==> src/hk_adc_params.svh <==
`ifndef HK_ADC_PARAMS_SVH
`define HK_ADC_PARAMS_SVH
// ==========================================================================
// register indices; byte address is four times the index
`define HK_IDX_RESULT 16'h402D
`define HK_IDX_CONTROL 16'h402E
`define HK_IDX_SOURCES 16'h402F
// ==========================================================================
// control register fields
`define HK_CTL_POWER_BIT 15
`define HK_CTL_GO_BIT 14
`define HK_CTL_SLEEP_BIT 12
`define HK_RATE_MSB 5
`define HK_RATE_MANUAL 6'h00
`define HK_RATE_RESERVED 6'h20
`define HK_RATE_FAST_BASE 6'h20
`define HK_SLOW_STEP 10'h002
`define HK_FAST_STEP 10'h010
// ==========================================================================
// source enables and result fields
`define HK_SOURCE_COUNT 10
`define HK_TAG_MSB 15
`define HK_TAG_LSB 12
`define HK_CODE_MSB 11
`define HK_REG_RESET 16'h0000
// ==========================================================================
// timing: ref_clk rate in Hz
`define HK_CLK_HZ 20000000
`endif

==> src/hk_adc_pkg.sv <==
package hk_adc_pkg;
  // ==========================================================================
  // result word: tag and code always move together
  typedef struct packed {
    logic [3:0] tag;
    logic [11:0] code;
  } result_t;

  typedef struct packed {
    logic converter_power_on;
    logic conversion_go;
    logic sleep_enable;
    logic [5:0] rate;
  } control_t;

  // request to the analogue converter
  typedef struct packed {
    logic start;
    logic [3:0] tag;
  } conv_req_t;

  typedef enum logic [1:0] {
    ST_IDLE = 2'b01,
    ST_CONVERT = 2'b10
  } state_t;
endpackage

==> src/housekeeping_adc_sequencer.sv <==
`timescale 1ns/1ns
`include "hk_adc_params.svh"
module housekeeping_adc_sequencer #(
  parameter int CLK_HZ = `HK_CLK_HZ
) (
  input wire logic ref_clk,
  input wire logic rst,
  input wire logic wb_cyc_i,
  input wire logic wb_stb_i,
  input wire logic wb_we_i,
  input wire logic [31:0] wb_adr_i,
  input wire logic [3:0] wb_sel_i,
  input wire logic [31:0] wb_dat_i,
  output logic [31:0] wb_dat_o,
  output logic wb_ack_o,
  output hk_adc_pkg::conv_req_t conv_req,
  input wire logic conv_done,
  input wire logic [11:0] conv_code,
  output logic converter_power_on,
  output logic result_event
);
  localparam int PW = $clog2(CLK_HZ) + 1;
  localparam logic [PW-1:0] CLK_HZ_W = PW'(CLK_HZ);
  localparam int NS = `HK_SOURCE_COUNT;

  // ==========================================================================
  // decode helpers
  function automatic logic [9:0] rate_to_sps(input logic [5:0] rate);
    logic [9:0] sps;
    sps = 10'h000;
    if (rate == `HK_RATE_MANUAL || rate == `HK_RATE_RESERVED) begin
      sps = 10'h000;
    end else if (rate < `HK_RATE_FAST_BASE) begin
      sps = 10'(rate) * `HK_SLOW_STEP;
    end else begin
      sps = 10'(rate - `HK_RATE_FAST_BASE) * `HK_FAST_STEP;
    end
    return sps;
  endfunction

  // round robin from the bit after the last one measured
  function automatic logic [3:0] next_source(input logic [NS-1:0] mask,
                                             input logic [3:0] last);
    logic [3:0] pick;
    logic found;
    int idx;
    pick = last;
    found = 1'b0;
    for (int i = 1; i <= NS; i++) begin
      idx = (int'(last) + i) % NS;
      if (!found && mask[idx]) begin
        pick = 4'(idx);
        found = 1'b1;
      end
    end
    return pick;
  endfunction

  function automatic logic [15:0] merge16(input logic [15:0] old,
                                          input logic [31:0] dat,
                                          input logic [3:0] sel);
    logic [15:0] val;
    val = old;
    if (sel[0]) begin
      val[7:0] = dat[7:0];
    end
    if (sel[1]) begin
      val[15:8] = dat[15:8];
    end
    return val;
  endfunction

  // ==========================================================================
  // state
  hk_adc_pkg::control_t ctl;
  hk_adc_pkg::result_t result;
  hk_adc_pkg::state_t state;
  logic [NS-1:0] sources;
  logic [3:0] last_idx;
  logic [3:0] conv_tag;
  logic [PW-1:0] phase;

  // ==========================================================================
  // wishbone slave: one wait state, unmapped reads zero, writes dropped
  // a write lands on the edge at which the master samples ack, never earlier
  wire [15:0] reg_index = wb_adr_i[17:2];
  wire upper_zero = (wb_adr_i[31:18] == 14'h0000) && (wb_adr_i[1:0] == 2'b00);
  wire hit_result = upper_zero && (reg_index == `HK_IDX_RESULT);
  wire hit_control = upper_zero && (reg_index == `HK_IDX_CONTROL);
  wire hit_sources = upper_zero && (reg_index == `HK_IDX_SOURCES);
  wire bus_req = wb_cyc_i && wb_stb_i && !wb_ack_o;
  wire bus_wr = wb_cyc_i && wb_stb_i && wb_ack_o && wb_we_i;
  wire wr_control = bus_wr && hit_control;
  wire wr_sources = bus_wr && hit_sources;

  wire [15:0] control_word = {ctl.converter_power_on, ctl.conversion_go, 1'b0,
                              ctl.sleep_enable, 6'h00, ctl.rate};
  wire [15:0] sources_word = {6'h00, sources};
  wire [15:0] control_new = merge16(control_word, wb_dat_i, wb_sel_i);
  wire [15:0] sources_new = merge16(sources_word, wb_dat_i, wb_sel_i);
  wire [15:0] read_word = hit_result ? result :
                          hit_control ? control_word :
                          hit_sources ? sources_word : `HK_REG_RESET;

  always_ff @(posedge ref_clk or posedge rst) begin
    if (rst) begin
      wb_ack_o <= 1'b0;
      wb_dat_o <= 32'h00000000;
    end else begin
      wb_ack_o <= bus_req;
      wb_dat_o <= {16'h0000, read_word};
    end
  end

  // ==========================================================================
  // free-running timebase: phase accumulator steps by samples per second
  wire [9:0] sps = rate_to_sps(ctl.rate);
  wire [PW-1:0] phase_sum = phase + PW'(sps);
  wire tick = (sps != 10'h000) && (phase_sum >= CLK_HZ_W);
  wire [PW-1:0] next_phase = tick ? phase_sum - CLK_HZ_W : phase_sum;

  always_ff @(posedge ref_clk or posedge rst) begin
    if (rst) begin
      phase <= '0;
    end else begin
      phase <= next_phase;
    end
  end

  // ==========================================================================
  // trigger and sequencing
  wire manual_mode = (ctl.rate == `HK_RATE_MANUAL);
  wire any_source = (sources != '0);
  wire idle = (state == hk_adc_pkg::ST_IDLE);
  wire armed = ctl.converter_power_on && ctl.conversion_go && any_source && idle;
  // an automatic tick during a conversion is dropped, not queued
  wire fire = armed && (manual_mode || tick);
  wire [3:0] pick = next_source(sources, last_idx);
  wire done_accept = (state == hk_adc_pkg::ST_CONVERT) && conv_done;
  wire abort = (state == hk_adc_pkg::ST_CONVERT) && !ctl.converter_power_on;
  wire manual_clear = done_accept && manual_mode;

  hk_adc_pkg::state_t next_state;
  always_comb begin
    next_state = state;
    case (state)
      hk_adc_pkg::ST_IDLE: begin
        if (fire) begin
          next_state = hk_adc_pkg::ST_CONVERT;
        end
      end
      hk_adc_pkg::ST_CONVERT: begin
        if (done_accept || abort) begin
          next_state = hk_adc_pkg::ST_IDLE;
        end
      end
      default: begin
        next_state = hk_adc_pkg::ST_IDLE;
      end
    endcase
  end

  always_ff @(posedge ref_clk or posedge rst) begin
    if (rst) begin
      state <= hk_adc_pkg::ST_IDLE;
      last_idx <= 4'(NS - 1);
      conv_tag <= 4'h0;
      conv_req <= '0;
    end else begin
      state <= next_state;
      conv_req.start <= fire;
      if (fire) begin
        last_idx <= pick;
        conv_tag <= pick + 4'h1;
        conv_req.tag <= pick + 4'h1;
      end
    end
  end

  // ==========================================================================
  // registers written by software; a software write beats the auto-clear
  always_ff @(posedge ref_clk or posedge rst) begin
    if (rst) begin
      ctl <= '0;
      sources <= '0;
    end else begin
      if (wr_control) begin
        ctl.converter_power_on <= control_new[`HK_CTL_POWER_BIT];
        ctl.conversion_go <= control_new[`HK_CTL_GO_BIT];
        ctl.sleep_enable <= control_new[`HK_CTL_SLEEP_BIT];
        ctl.rate <= control_new[`HK_RATE_MSB:0];
      end else if (manual_clear) begin
        ctl.conversion_go <= 1'b0;
      end
      if (wr_sources) begin
        sources <= sources_new[NS-1:0];
      end
    end
  end

  // ==========================================================================
  // result register: overwritten whole, never queued
  always_ff @(posedge ref_clk or posedge rst) begin
    if (rst) begin
      result <= '0;
      result_event <= 1'b0;
    end else begin
      result_event <= done_accept;
      if (done_accept) begin
        result <= {conv_tag, conv_code};
      end
    end
  end

  assign converter_power_on = ctl.converter_power_on;
endmodule // housekeeping_adc_sequencer

==> config.mk <==
export PLATFORM = sky130hd
export DESIGN_NAME = housekeeping_adc_sequencer
export DESIGN_NICKNAME = d
export VERILOG_FILES = /design/src/hk_adc_pkg.sv /design/src/housekeeping_adc_sequencer.sv
export VERILOG_INCLUDE_DIRS = /design/src /design/src/src
export SDC_FILE = /design/constraint.sdc
export NUM_CORES = 1
export LEC_CHECK = 0
export BUFFER_PORTS_ARGS = -buffer_cell sky130_fd_sc_hd__buf_2
export CAP_MARGIN = 20
export CORE_ASPECT_RATIO = 0.8
export CORE_MARGIN = 3
export CORE_UTILIZATION = 38
export DETAILED_ROUTE_END_ITERATION = 8
export PLACE_DENSITY = 0.64
export SYNTH_ARGS = -nofsm -noshare
export SYNTH_HDL_FRONTEND = slang
export SYNTH_SLANG_ARGS = --single-unit
==> constraint.sdc <==
create_clock -name ref_clk -period 5.3 [get_ports ref_clk]
set_input_delay 0.53 -clock ref_clk [delete_from_list [all_inputs] [get_ports ref_clk]]
set_output_delay 0.53 -clock ref_clk [all_outputs]
set_load 0.02 [all_outputs]
==> flow_summary_export.csv, run 1 <==
group,metric,value,unit
run_status,status,"complete, no violations",
pwr,leakagePower,4.72,nW
clocking,cts_sinks,89,
sta,min_period_over_period,96.2,%
pwr,p_total,1.40,mW
yosys,synth-seq-cells,89,
pwr,switching_share,25.4,%
critical_path,crit_path_start_kind,"flip-flop",
yosys,yosysWarningCount,0,
sta,final_max_slew_viol_count,0,
critical_path,worstPathArrival,5.34,ns
yosys,yosys-top-cells-count,"103 x nor2_1, 86 x dfrtp_1, 67 x nand2_1",
route,dr_wl_met3,1840,um
floorplanning,die_h,142,um
floorplanning,dieArea,0.0251,sq mm
yosys,synth_most_common_cell,"nor2_1",
route,routed-via-count,8513,
placement,dp_hpwl,20200,um
yosys,synth_area,0.00881,sq mm
grt,grt_max_degree,53,
yosys,synthDistinctLibCells,100,
floorplanning,core_area,0.0226,sq mm
critical_path,r2r-end,"conv_tag[1]",
grt,grt_use_total,20.2,%
route,first_pass_iters,5,
clocking,cts_buffer_depth,2,
critical_path,rr_worst_depth,18,
yosys,synth_top_area_share,24.4,%
final_layout,fillers,2176,
grt,grt_pass1_wl,41500,um
sta,setup_viol,0,
final_layout,area_growth,18.9,%
critical_path,regToRegStartpoint,"last_idx[2]",
clocking,clock_latency,0.35,ns
route,routed.top_layer,"met4",
sta,hold_viol,0,
critical_path,crit_fanout,8,
placement,placed_cells,1471,
final_layout,final_nets,1317,
clocking,cts_made_buffers,9,
route,wl_met2,11100,um
clocking,clkTransAtPathRegs,0.07,ns
yosys,syn_inst,1043,
critical_path,end_kind,"flip-flop",
route,vias_per_cell,5.70,
critical_path,startpoint,"last_idx[2]",
pwr,seqPwrFrac,49.1,%
final_layout,layoutNonFillerInstCount,1493,
final_layout,multi_input_area,0.00634,sq mm
critical_path,critical_path_class,"flip-flop to flip-flop",
placement,preCtsSetupSlack,-0.0171,ns
critical_path,regToRegSetupSlack,0.20,ns
floorplanning,num_rows,49,
pwr,peakVddDrop,0.135,mV
sta,setup_ws,0.202,ns
yosys,postSynthAreaPerCell,8.45,sq um
critical_path,critPathCapture,"conv_tag[1]",
floorplanning,start_util,39.0,%
floorplanning,fp.dieW,176,um
route,met1_length,13000,um
grt,grt_pass1_vias,7797,
yosys,synth-seq-area-share,25.3,%
yosys,ys_top_cells_by_area,"dfrtp_1 24%, mux2_2 7.3%, ha_1 6.8%, xnor2_1 4.7%, nor2_1 4.4%",
final_layout,drive_gt1_share,27.0,%
min_path,min_path_type,"primary input to asynchronous set/reset pin",
sta,tightestPinTransition,0.850,ns
yosys,ys.flop_type,"dfrtp_1",
pwr,power.share.combinational,4.9,%
placement,gp_congestion,0.939,
yosys,synth_area_leader_cell,"dfrtp_1",
pwr,power_switching,355,uW
sta,fin_skew,0.00645,ns
clocking,cts_tree,"done",
grt,overflow,0,
critical_path,required,5.54,ns
sta,max_freq,196,MHz
route,drt_drc_violations_left,0,
grt,grt_antenna_before_repair,0,
route,antenna_left,0,
sta,period_needed,5.10,ns
final_layout,diodes,0,
floorplanning,io_pins,126,
clocking,cts_root_buf,"clkbuf_16",
placement,portBuffers,88,
pwr,intPower,1.04,mW
clocking,htree_levels,3,
yosys,postSynth.asyncResetShare,100,%
sta,maxSlewHeadroom,43.2,%
final_layout,seqCellArea,0.00223,sq mm
run,maxCapViolCount,0,
pwr,clock_power_share,46.0,%
route,wl_per_cell,17.5,um
pwr,power-per-cell-area,133,mW/mm^2
route,first_iter_violations,902,
route,drt_wl_total,26100,um
final_layout,fin_util,46.3,%
yosys,synth-edff-count,0,
## power groups by stage
stage | clock network [mW] | logic, mW | registers (mW)
after global routing | 0.679 | 0.0761 | 0.687
after CTS | 0.651 | 0.0695 | 0.686
after detailed placement | 0 | 0.0690 | 0.700
after floorplan | 0 | 0.0426 | 0.699
final | 0.642 | 0.0687 | 0.686
after global placement | 0 | 0.0688 | 0.699
## flip-flops by register name, indices dropped and copies added (netlist names)
name                count
control_word            8
conv_req                1
conv_tag                4
converter_power_on      1
last_idx                4
phase                  25
result                 16
result_event            1
sources                10
state                   2
wb_ack_o                1
wb_dat_o               16
## worst max-delay path: stages, from the launching register on
cell and delay, ns:
dfrtp_2 0.46, clkinvlp_4 0.21, ha_2 0.28, a21oi_1 0.28
inv_1 0.15, ha_1 0.32, or3b_2 0.48, o221ai_2 0.24
and3_1 0.27, nand2_1 0.08, o2bb2ai_2 0.18, o311ai_4 0.46
nand2b_2 0.26, nor2_1 0.05, a2111oi_1 0.38, buf_4 0.18
xnor2_1 0.16, ha_1 0.29, mux2_2 0.26
## layer usage
metal  vias up  global-route usage, %
met2       298                   29.3
li1       4087                      -
met3        20                   3.07
met1      4108                   32.1
met5         -                      0
met4         0                   2.71
## timing repair
action	CTS	global route
pin swaps	0	3
endpoints found under the setup margin	1	26
resized for setup	1	37
setup buffers	0	5
gates cloned	0	1
hold buffers	0	0
## kinds of logic after synthesis
kind of cell	Yosys count	share of synthesized area, %
compound gates	288	23.3
simple gates	357	20.7
buf+inv	103	5.52
other cells	1	0.0426
fa+ha+maj	51	7.27
flops	89	25.3
mux	87	11.2
xor+xnor	67	6.74
## through the flow
stage                     hold WS [ns]  setup TNS (ns)  instance area (sq um)
after floorplan                  0.447               0                   8910
after global placement           0.438               0                   9960
after detailed placement         0.444         -0.0171                   9960
after CTS                        0.212               0                  10300
after global routing             0.232         -0.0188                  10500
final                            0.197               0                  10500
## how the worst min path moves through the flow
stage / startpoint / to / slack, ns / depth (start not counted)
2_1_floorplan: result[10] / wb_dat_o[10] / 0.45 / 1
3_3_place_gp: wb_ack_o / wb_ack_o / 0.44 / 1
3_5_place_dp: wb_ack_o / wb_ack_o / 0.44 / 1
4_1_cts: rst / result[8] / 0.21 / 2
5_1_grt: rst / result[8] / 0.23 / 2
6_report: rst / result[8] / 0.20 / 2
## placed cells by master, fill, tap and decap left out, types with 12 or more instances in the layout
cell type / synthesis / final
a211oi_1: 18 / 17
nor3_1: 28 / 28
ha_1: 48 / 45
buf_2: 11 / 88
a21oi_1: 55 / 54
nand2b_1: 18 / 17
nor2b_1: 16 / 12
inv_1: 44 / 41
mux2_2: 57 / 57
conb_1: 1 / 16
xnor2_1: 47 / 43
and2_1: 21 / 21
nand3_1: 29 / 28
buf_4: 19 / 80
o21ai_0: 50 / 49
a31oi_1: 20 / 20
nand2_1: 67 / 67
dfrtp_1: 86 / 84
nor2_1: 103 / 103
xor2_1: 19 / 17
a21o_1: 16 / 16
mux2i_1: 26 / 25
## cell type report
cell class                 count  share of cell area (%)
clock buffer                   9                    2.15
clock inverter                 7                   0.681
inverter                      47                    1.78
multi-input combinational    867                    60.5
sequential                    89                    21.3
tap                          306                    3.65
timing repair buffer         168                    9.94
(Power assumes the default switching activity.)
==> inputs of run 2 (changes only) <==
==> constraint.sdc (replaced) <==
create_clock -name ref_clk -period 5.3 [get_ports ref_clk]
set_input_delay 0.265 -clock ref_clk [delete_from_list [all_inputs] [get_ports ref_clk]]
set_output_delay 0.265 -clock ref_clk [all_outputs]
set_load 0.02 [all_outputs]
==> run 2 against run 1 <==
  * Setup slack worse by 0.024 ns
  * Fmax fell by 0.48%
  * Sequential share of layout area hardly changed
  * Via count fell by 0.41%
  * Routed wire length shrank 0.76%
  * Final area decreased by 0.18%
  * Clock-buffer cell count unchanged
  * Global-route usage down 0.17 points
  * Sequential power hardly changed
  * Non-clock buffer count up 3
  * Register-to-register slack worse by 0.02 ns
  * Largest cell class unchanged
==> flow_summary_export.csv, run 2 (same netlist as run 1, synthesis figures left out) <==
group,metric,value,unit
grt,grt_max_degree,74,
clocking,cts_buffer_depth,2,
critical_path,startpoint,"last_idx[2]",
pwr,leakagePower,4.73,nW
floorplanning,num_rows,49,
critical_path,required,5.53,ns
sta,fin_skew,0.00939,ns
sta,min_period_over_period,96.6,%
critical_path,slowest_stage,"dfrtp_2",
route,wl_per_cell,17.3,um
critical_path,crit_path_max_incr_delay,0.48,ns
route,antenna_left,0,
route,drt_drc_violations_left,0,
grt,grt_pass1_wl,41500,um
critical_path,cpLargestDelayFamily,"compound AO/OA/AOI/OAI gates",
min_path,holdPathEnd,"result[10]",
final_layout,reg_top3,"phase (25), result (16), wb_dat_o (16)",
critical_path,crit_path_cell_trace,"clkinvlp_4, ha_1, buf_4, ha_1, a211oi_1, a21oi_1, xnor2_2, ha_1, nor2_1, xor2_2, or3_1, nand4_2, buf_4, or2_2, o32ai_1, nand3b_1, a211oi_4, ha_1, mux2_2",
sta,max_freq,195,MHz
grt,grt_pass1_vias,7956,
critical_path,crit_fanout,17,
min_path,min_path_type,"primary input to flip-flop",
min_path,worstHoldPathCells,2,
critical_path,crit_path_start_kind,"flip-flop",
grt,grt_antenna_before_repair,0,
sta,setup_ws,0.178,ns
floorplanning,io_pins,126,
clocking,cts_made_buffers,9,
sta,hold_viol,0,
final_layout,fin_util,46.2,%
placement,gp_congestion,0.928,
placement,dp_hpwl,20200,um
placement,preCtsSetupSlack,0.0168,ns
clocking,htree_levels,3,
final_layout,final_nets,1319,
grt,overflow,0,
grt,grt_use_total,20.0,%
floorplanning,fp.dieW,176,um
sta,final_max_slew_viol_count,0,
critical_path,path_common_cell,"ha_1",
sta,maxSlewHeadroom,36.6,%
route,drt_wl_total,25900,um
min_path,min_from,"conv_code[10]",
final_layout,diodes,0,
sta,setup_viol,0,
critical_path,worstPathArrival,5.35,ns
final_layout,largest_register_ffs,25,
final_layout,drive_gt1_share,26.6,%
clocking,clkTransAtPathRegs,0.07,ns
critical_path,r2r-end,"conv_tag[1]",
critical_path,regToRegStartpoint,"last_idx[2]",
critical_path,end_kind,"flip-flop",
route,first_iter_violations,769,
floorplanning,start_util,39.0,%
floorplanning,die_h,142,um
clocking,cts_tree,"done",
pwr,p_total,1.41,mW
final_layout,regMostFlops,"phase",
floorplanning,core_area,0.0226,sq mm
final_layout,area_growth,18.7,%
sta,holdWs,0.152,ns
critical_path,regToRegSetupSlack,0.18,ns
pwr,power-per-cell-area,134,mW/mm^2
critical_path,path_buf_inv,3,
sta,tns,0,ns
run_status,status,"complete, no violations",
sta,tightestPinTransition,0.951,ns
clocking,cts_root_buf,"clkbuf_16",
sta,period_needed,5.12,ns
placement,portBuffers,88,
final_layout,layout_commonest_cell,"nor2_1",
floorplanning,dieArea,0.0251,sq mm
route,routed-via-count,8478,
critical_path,rr_worst_depth,19,
route,vias_per_cell,5.67,
sta,grt_setup_unrepaired,"yes",
clocking,clock_latency,0.34,ns
critical_path,critical_path_class,"flip-flop to flip-flop",
route,first_pass_iters,5,
run,maxCapViolCount,0,
pwr,peakVddDrop,0.131,mV
final_layout,mostFrequentLayoutCells,"102 x nor2_1, 88 x buf_2, 84 x dfrtp_1, 81 x buf_4, 67 x nand2_1",
clocking,cts_sinks,89,
run 2: report_power, final:
group	total [mW]	switching [mW]	leakage, nW	internal, mW
clock	0.650	0.313	0.150	0.337
combinational	0.0694	0.0432	3.36	0.0263
sequential	0.686	0.00268	1.22	0.684
run 2: repair_timing:
item / in CTS / in global routing
hold buffers: 1 / 0
gates resized for setup: 1 / 25
endpoints found under the hold margin: 16 / 0
endpoints found under the setup margin: 1 / 16
setup buffers: 0 / 8
pin swaps: 0 / 1
run 2: layer usage:
metal  vias up  wire length, um  global-route usage, %
li1       4090                -                      -
met1      4083            13000                   31.6
met2       281            11000                   29.6
met3        24             1680                   2.93
met4         0              230                   2.29
met5         -                0                      0
run 2: worst max-delay path by stage:
stage,to,slack (ns),cells past startpoint
floorplan,conv_tag[1],0.02,25
global placement,conv_tag[1],0.12,19
detailed placement,conv_tag[1],0.02,20
CTS,conv_tag[1],0.02,19
global route,conv_tag[1],-0.03,20
finish,conv_tag[1],0.18,19
run 2: area by class of cell:
cell class | count | area [sq um]
clock inverters | 7 | 81.3
clock buffers | 9 | 225
flip-flops and latches | 89 | 2230
fillers | 2196 | 12200
multi-input cells | 866 | 6270
well taps | 306 | 383
repair buffers | 171 | 1080
inverters | 47 | 186
run 2: stage by stage:
step	area (sq um)	instances
after floorplan	8910	1058
after detailed placement	9970	1470
after global routing	10500	1495
after CTS	10300	1487
after global placement	9970	1470
final	10500	1495
==> inputs of run 3 (changes only) <==
--- a/config.mk
+++ b/config.mk
@@ -8,11 +8,14 @@
 export LEC_CHECK = 0
 export BUFFER_PORTS_ARGS = -buffer_cell sky130_fd_sc_hd__buf_2
 export CAP_MARGIN = 20
+export CELL_PAD_IN_SITES_DETAIL_PLACEMENT = 0
+export CELL_PAD_IN_SITES_GLOBAL_PLACEMENT = 1
 export CORE_ASPECT_RATIO = 0.8
-export CORE_MARGIN = 3
+export CORE_MARGIN = 1
 export CORE_UTILIZATION = 38
 export DETAILED_ROUTE_END_ITERATION = 8
-export PLACE_DENSITY = 0.64
+export GPL_ROUTABILITY_DRIVEN = 0
+export PLACE_DENSITY = 0.8
 export SYNTH_ARGS = -nofsm -noshare
 export SYNTH_HDL_FRONTEND = slang
 export SYNTH_SLANG_ARGS = --single-unit
==> run 3 against run 2 <==
  * Routed wire length is 0.63% lower
  * Via count shrank 1.0%
  * Critical path type unchanged
  * Worst hold slack lost 0.0034 ns
  * Setup slack gained 0.0073 ns
  * Combinational power down 1%
  * Highest routed layer unchanged
==> flow_summary_export.csv, run 3 (same netlist as run 1, synthesis figures left out) <==
group,metric,value,unit
run_status,status,"complete, no violations",
clocking,cts_root_buf,"clkbuf_16",
final_layout,fillers,2221,
critical_path,worstPathArrival,5.34,ns
final_layout,regMostFlops,"phase",
pwr,intPower,1.09,mW
clocking,cts_made_buffers,9,
pwr,seqPwrFrac,49.3,%
placement,placed_cells,1469,
critical_path,crit_path_start_kind,"flip-flop",
sta,min_period_over_period,96.5,%
run,maxCapViolCount,0,
final_layout,drive_gt1_share,25.6,%
critical_path,slowest_stage,"or4_4",
placement,portBuffers,88,
clocking,htree_levels,3,
sta,setup_viol,0,
final_layout,seqCellArea,0.00223,sq mm
floorplanning,die_h,138,um
clocking,cts_tree,"done",
critical_path,critical_path_class,"flip-flop to flip-flop",
grt,grt_pass1_wl,41500,um
sta,final_max_slew_viol_count,0,
route,antenna_left,0,
sta,grt_setup_unrepaired,"yes",
route,vias_per_cell,5.63,
route,drt_drc_violations_left,0,
min_path,holdPathEnd,"wb_ack_o",
floorplanning,start_util,39.0,%
pwr,p_total,1.39,mW
pwr,peakVddDrop,0.176,mV
placement,dp_hpwl,20000,um
grt,grt_pass1_vias,7879,
critical_path,required,5.52,ns
floorplanning,num_rows,49,
clocking,cts_buffer_depth,2,
min_path,min_from,"wb_stb_i",
critical_path,r2r-end,"conv_tag[1]",
final_layout,mostFrequentLayoutCells,"102 x nor2_1, 88 x buf_2, 84 x dfrtp_1, 76 x buf_4, 67 x nand2_1",
final_layout,layout_commonest_cell,"nor2_1",
pwr,power_switching,304,uW
final_layout,area_growth,18.1,%
grt,grt_antenna_before_repair,0,
pwr,leakagePower,4.69,nW
final_layout,diodes,0,
grt,grt_max_degree,70,
clocking,clkTransAtPathRegs,0.06,ns
final_layout,reg_top3,"phase (25), result (16), wb_dat_o (16)",
sta,fin_skew,0.00870,ns
final_layout,multi_input_area,0.00627,sq mm
floorplanning,io_pins,126,
critical_path,path_common_cell,"ha_1",
sta,period_needed,5.12,ns
route,routed-via-count,8393,
critical_path,crit_path_max_incr_delay,0.57,ns
final_layout,largest_register_ffs,25,
final_layout,design_area,0.0104,sq mm
critical_path,end_kind,"flip-flop",
final_layout,final_nets,1314,
pwr,clock_power_share,45.8,%
sta,hold_viol,0,
critical_path,crit_path_cell_trace,"inv_2, ha_1, o21ai_0, nand3_1, xnor2_1, ha_1, mux4_2, a31oi_1, o21ai_0, or2_2, or4_4, buf_4, nor4_4, a211oi_2, a211oi_4, ha_1, mux2_2",
sta,tightestPinTransition,0.895,ns
floorplanning,fp.dieW,172,um
final_layout,layoutNonFillerInstCount,1490,
clocking,cts_sinks,89,
route,drt_wl_total,25800,um
grt,overflow,0,
min_path,worstHoldPathCells,3,
route,first_pass_iters,5,
clocking,clock_latency,0.34,ns
critical_path,rr_worst_depth,17,
sta,maxSlewHeadroom,40.3,%
route,wl_per_cell,17.3,um
critical_path,regToRegSetupSlack,0.18,ns
pwr,switching_share,21.8,%
pwr,power.share.combinational,4.9,%
floorplanning,dieArea,0.0238,sq mm
critical_path,crit_fanout,8,
route,first_iter_violations,635,
grt,grt_use_total,21.7,%
pwr,power-per-cell-area,134,mW/mm^2
sta,max_freq,196,MHz
min_path,min_path_type,"primary input to flip-flop",
critical_path,regToRegStartpoint,"last_idx[2]",
floorplanning,core_area,0.0226,sq mm
placement,place_area,0.00996,sq mm
-- run 3: changes by cell type in the layout (fill, tap and decap cells not counted), sizes merged --
cell,change
bufinv,+1
clkinvlp,-2
buf,-5
inv,-3
clkinv,+1
clkbuf,+3
-- run 3: stage by stage --
| stage | util (%) | worst slack (ns) | hold slack, ns | TNS, ns |
|---|---|---|---|---|
| finish | 46.0 | 0.185 | 0.149 | 0 |
| global route | 46.0 | -0.0492 | 0.149 | -0.0886 |
| global placement | 44.0 | 0.137 | 0.256 | 0 |
| floorplan | - | 0.0168 | 0.373 | 0 |
| CTS | 45.4 | 0.0504 | 0.141 | 0 |
| detailed placement | 44.0 | 0.126 | 0.257 | 0 |
-- run 3: critical path, delay by kind of cell (launching register included) --
kind                     cells  cell delay (ns)
XOR/XNOR                     1             0.15
multiplexers                 2             0.55
AO/OA/AOI/OAI                5             1.12
AND/OR/NAND/NOR              4             1.44
adder cells (fa/ha/maj)      3             0.93
buffers and inverters        2             0.30
flip-flops                   1             0.48
-- run 3: what timing repair did --
item / 4_1_cts / 5_1_grt
endpoints found under the setup margin: 0 / 6
hold buffers: 1 / 0
buffers inserted: 0 / 4
gates resized for setup: 0 / 22
hold endpoints to repair: 18 / 0
-- run 3: how the worst max path moves through the flow --
stage / slack, ns / endpoint / start / cells past startpoint
6_report: 0.18 / conv_tag[1] / last_idx[2] / 17
4_1_cts: 0.05 / conv_tag[1] / last_idx[2] / 20
5_1_grt: -0.05 / conv_tag[3] / last_idx[1] / 21
3_3_place_gp: 0.14 / conv_tag[1] / last_idx[2] / 20
2_1_floorplan: 0.02 / conv_tag[1] / last_idx[0] / 25
3_5_place_dp: 0.13 / conv_tag[1] / last_idx[2] / 20
-- run 3: power by group through the flow --
stage                     Clock (mW)  Sequential [mW]  Combinational (mW)
after floorplan                    0            0.699              0.0426
after global routing           0.683            0.687              0.0764
final                          0.639            0.687              0.0686
after global placement             0            0.699              0.0680
after detailed placement           0            0.699              0.0687
after CTS                      0.658            0.687              0.0693
-- run 3: area by class of cell --
cell class / instances / area share [%]
clock inverters: 4 / 0.505
inverters: 47 / 1.71
repair buffers: 166 / 10.0
clock buffers: 12 / 2.37
well taps: 306 / 3.68
multi-input cells: 866 / 60.3
flip-flops and latches: 89 / 21.5
-- run 3: metal layers --
metal	track usage, %	vias up	wire length, um
met5	0	-	0
met4	3.07	0	170
met3	3.44	16	1480
met2	32.2	227	11100
met1	33.3	4071	13000
li1	-	4079	-
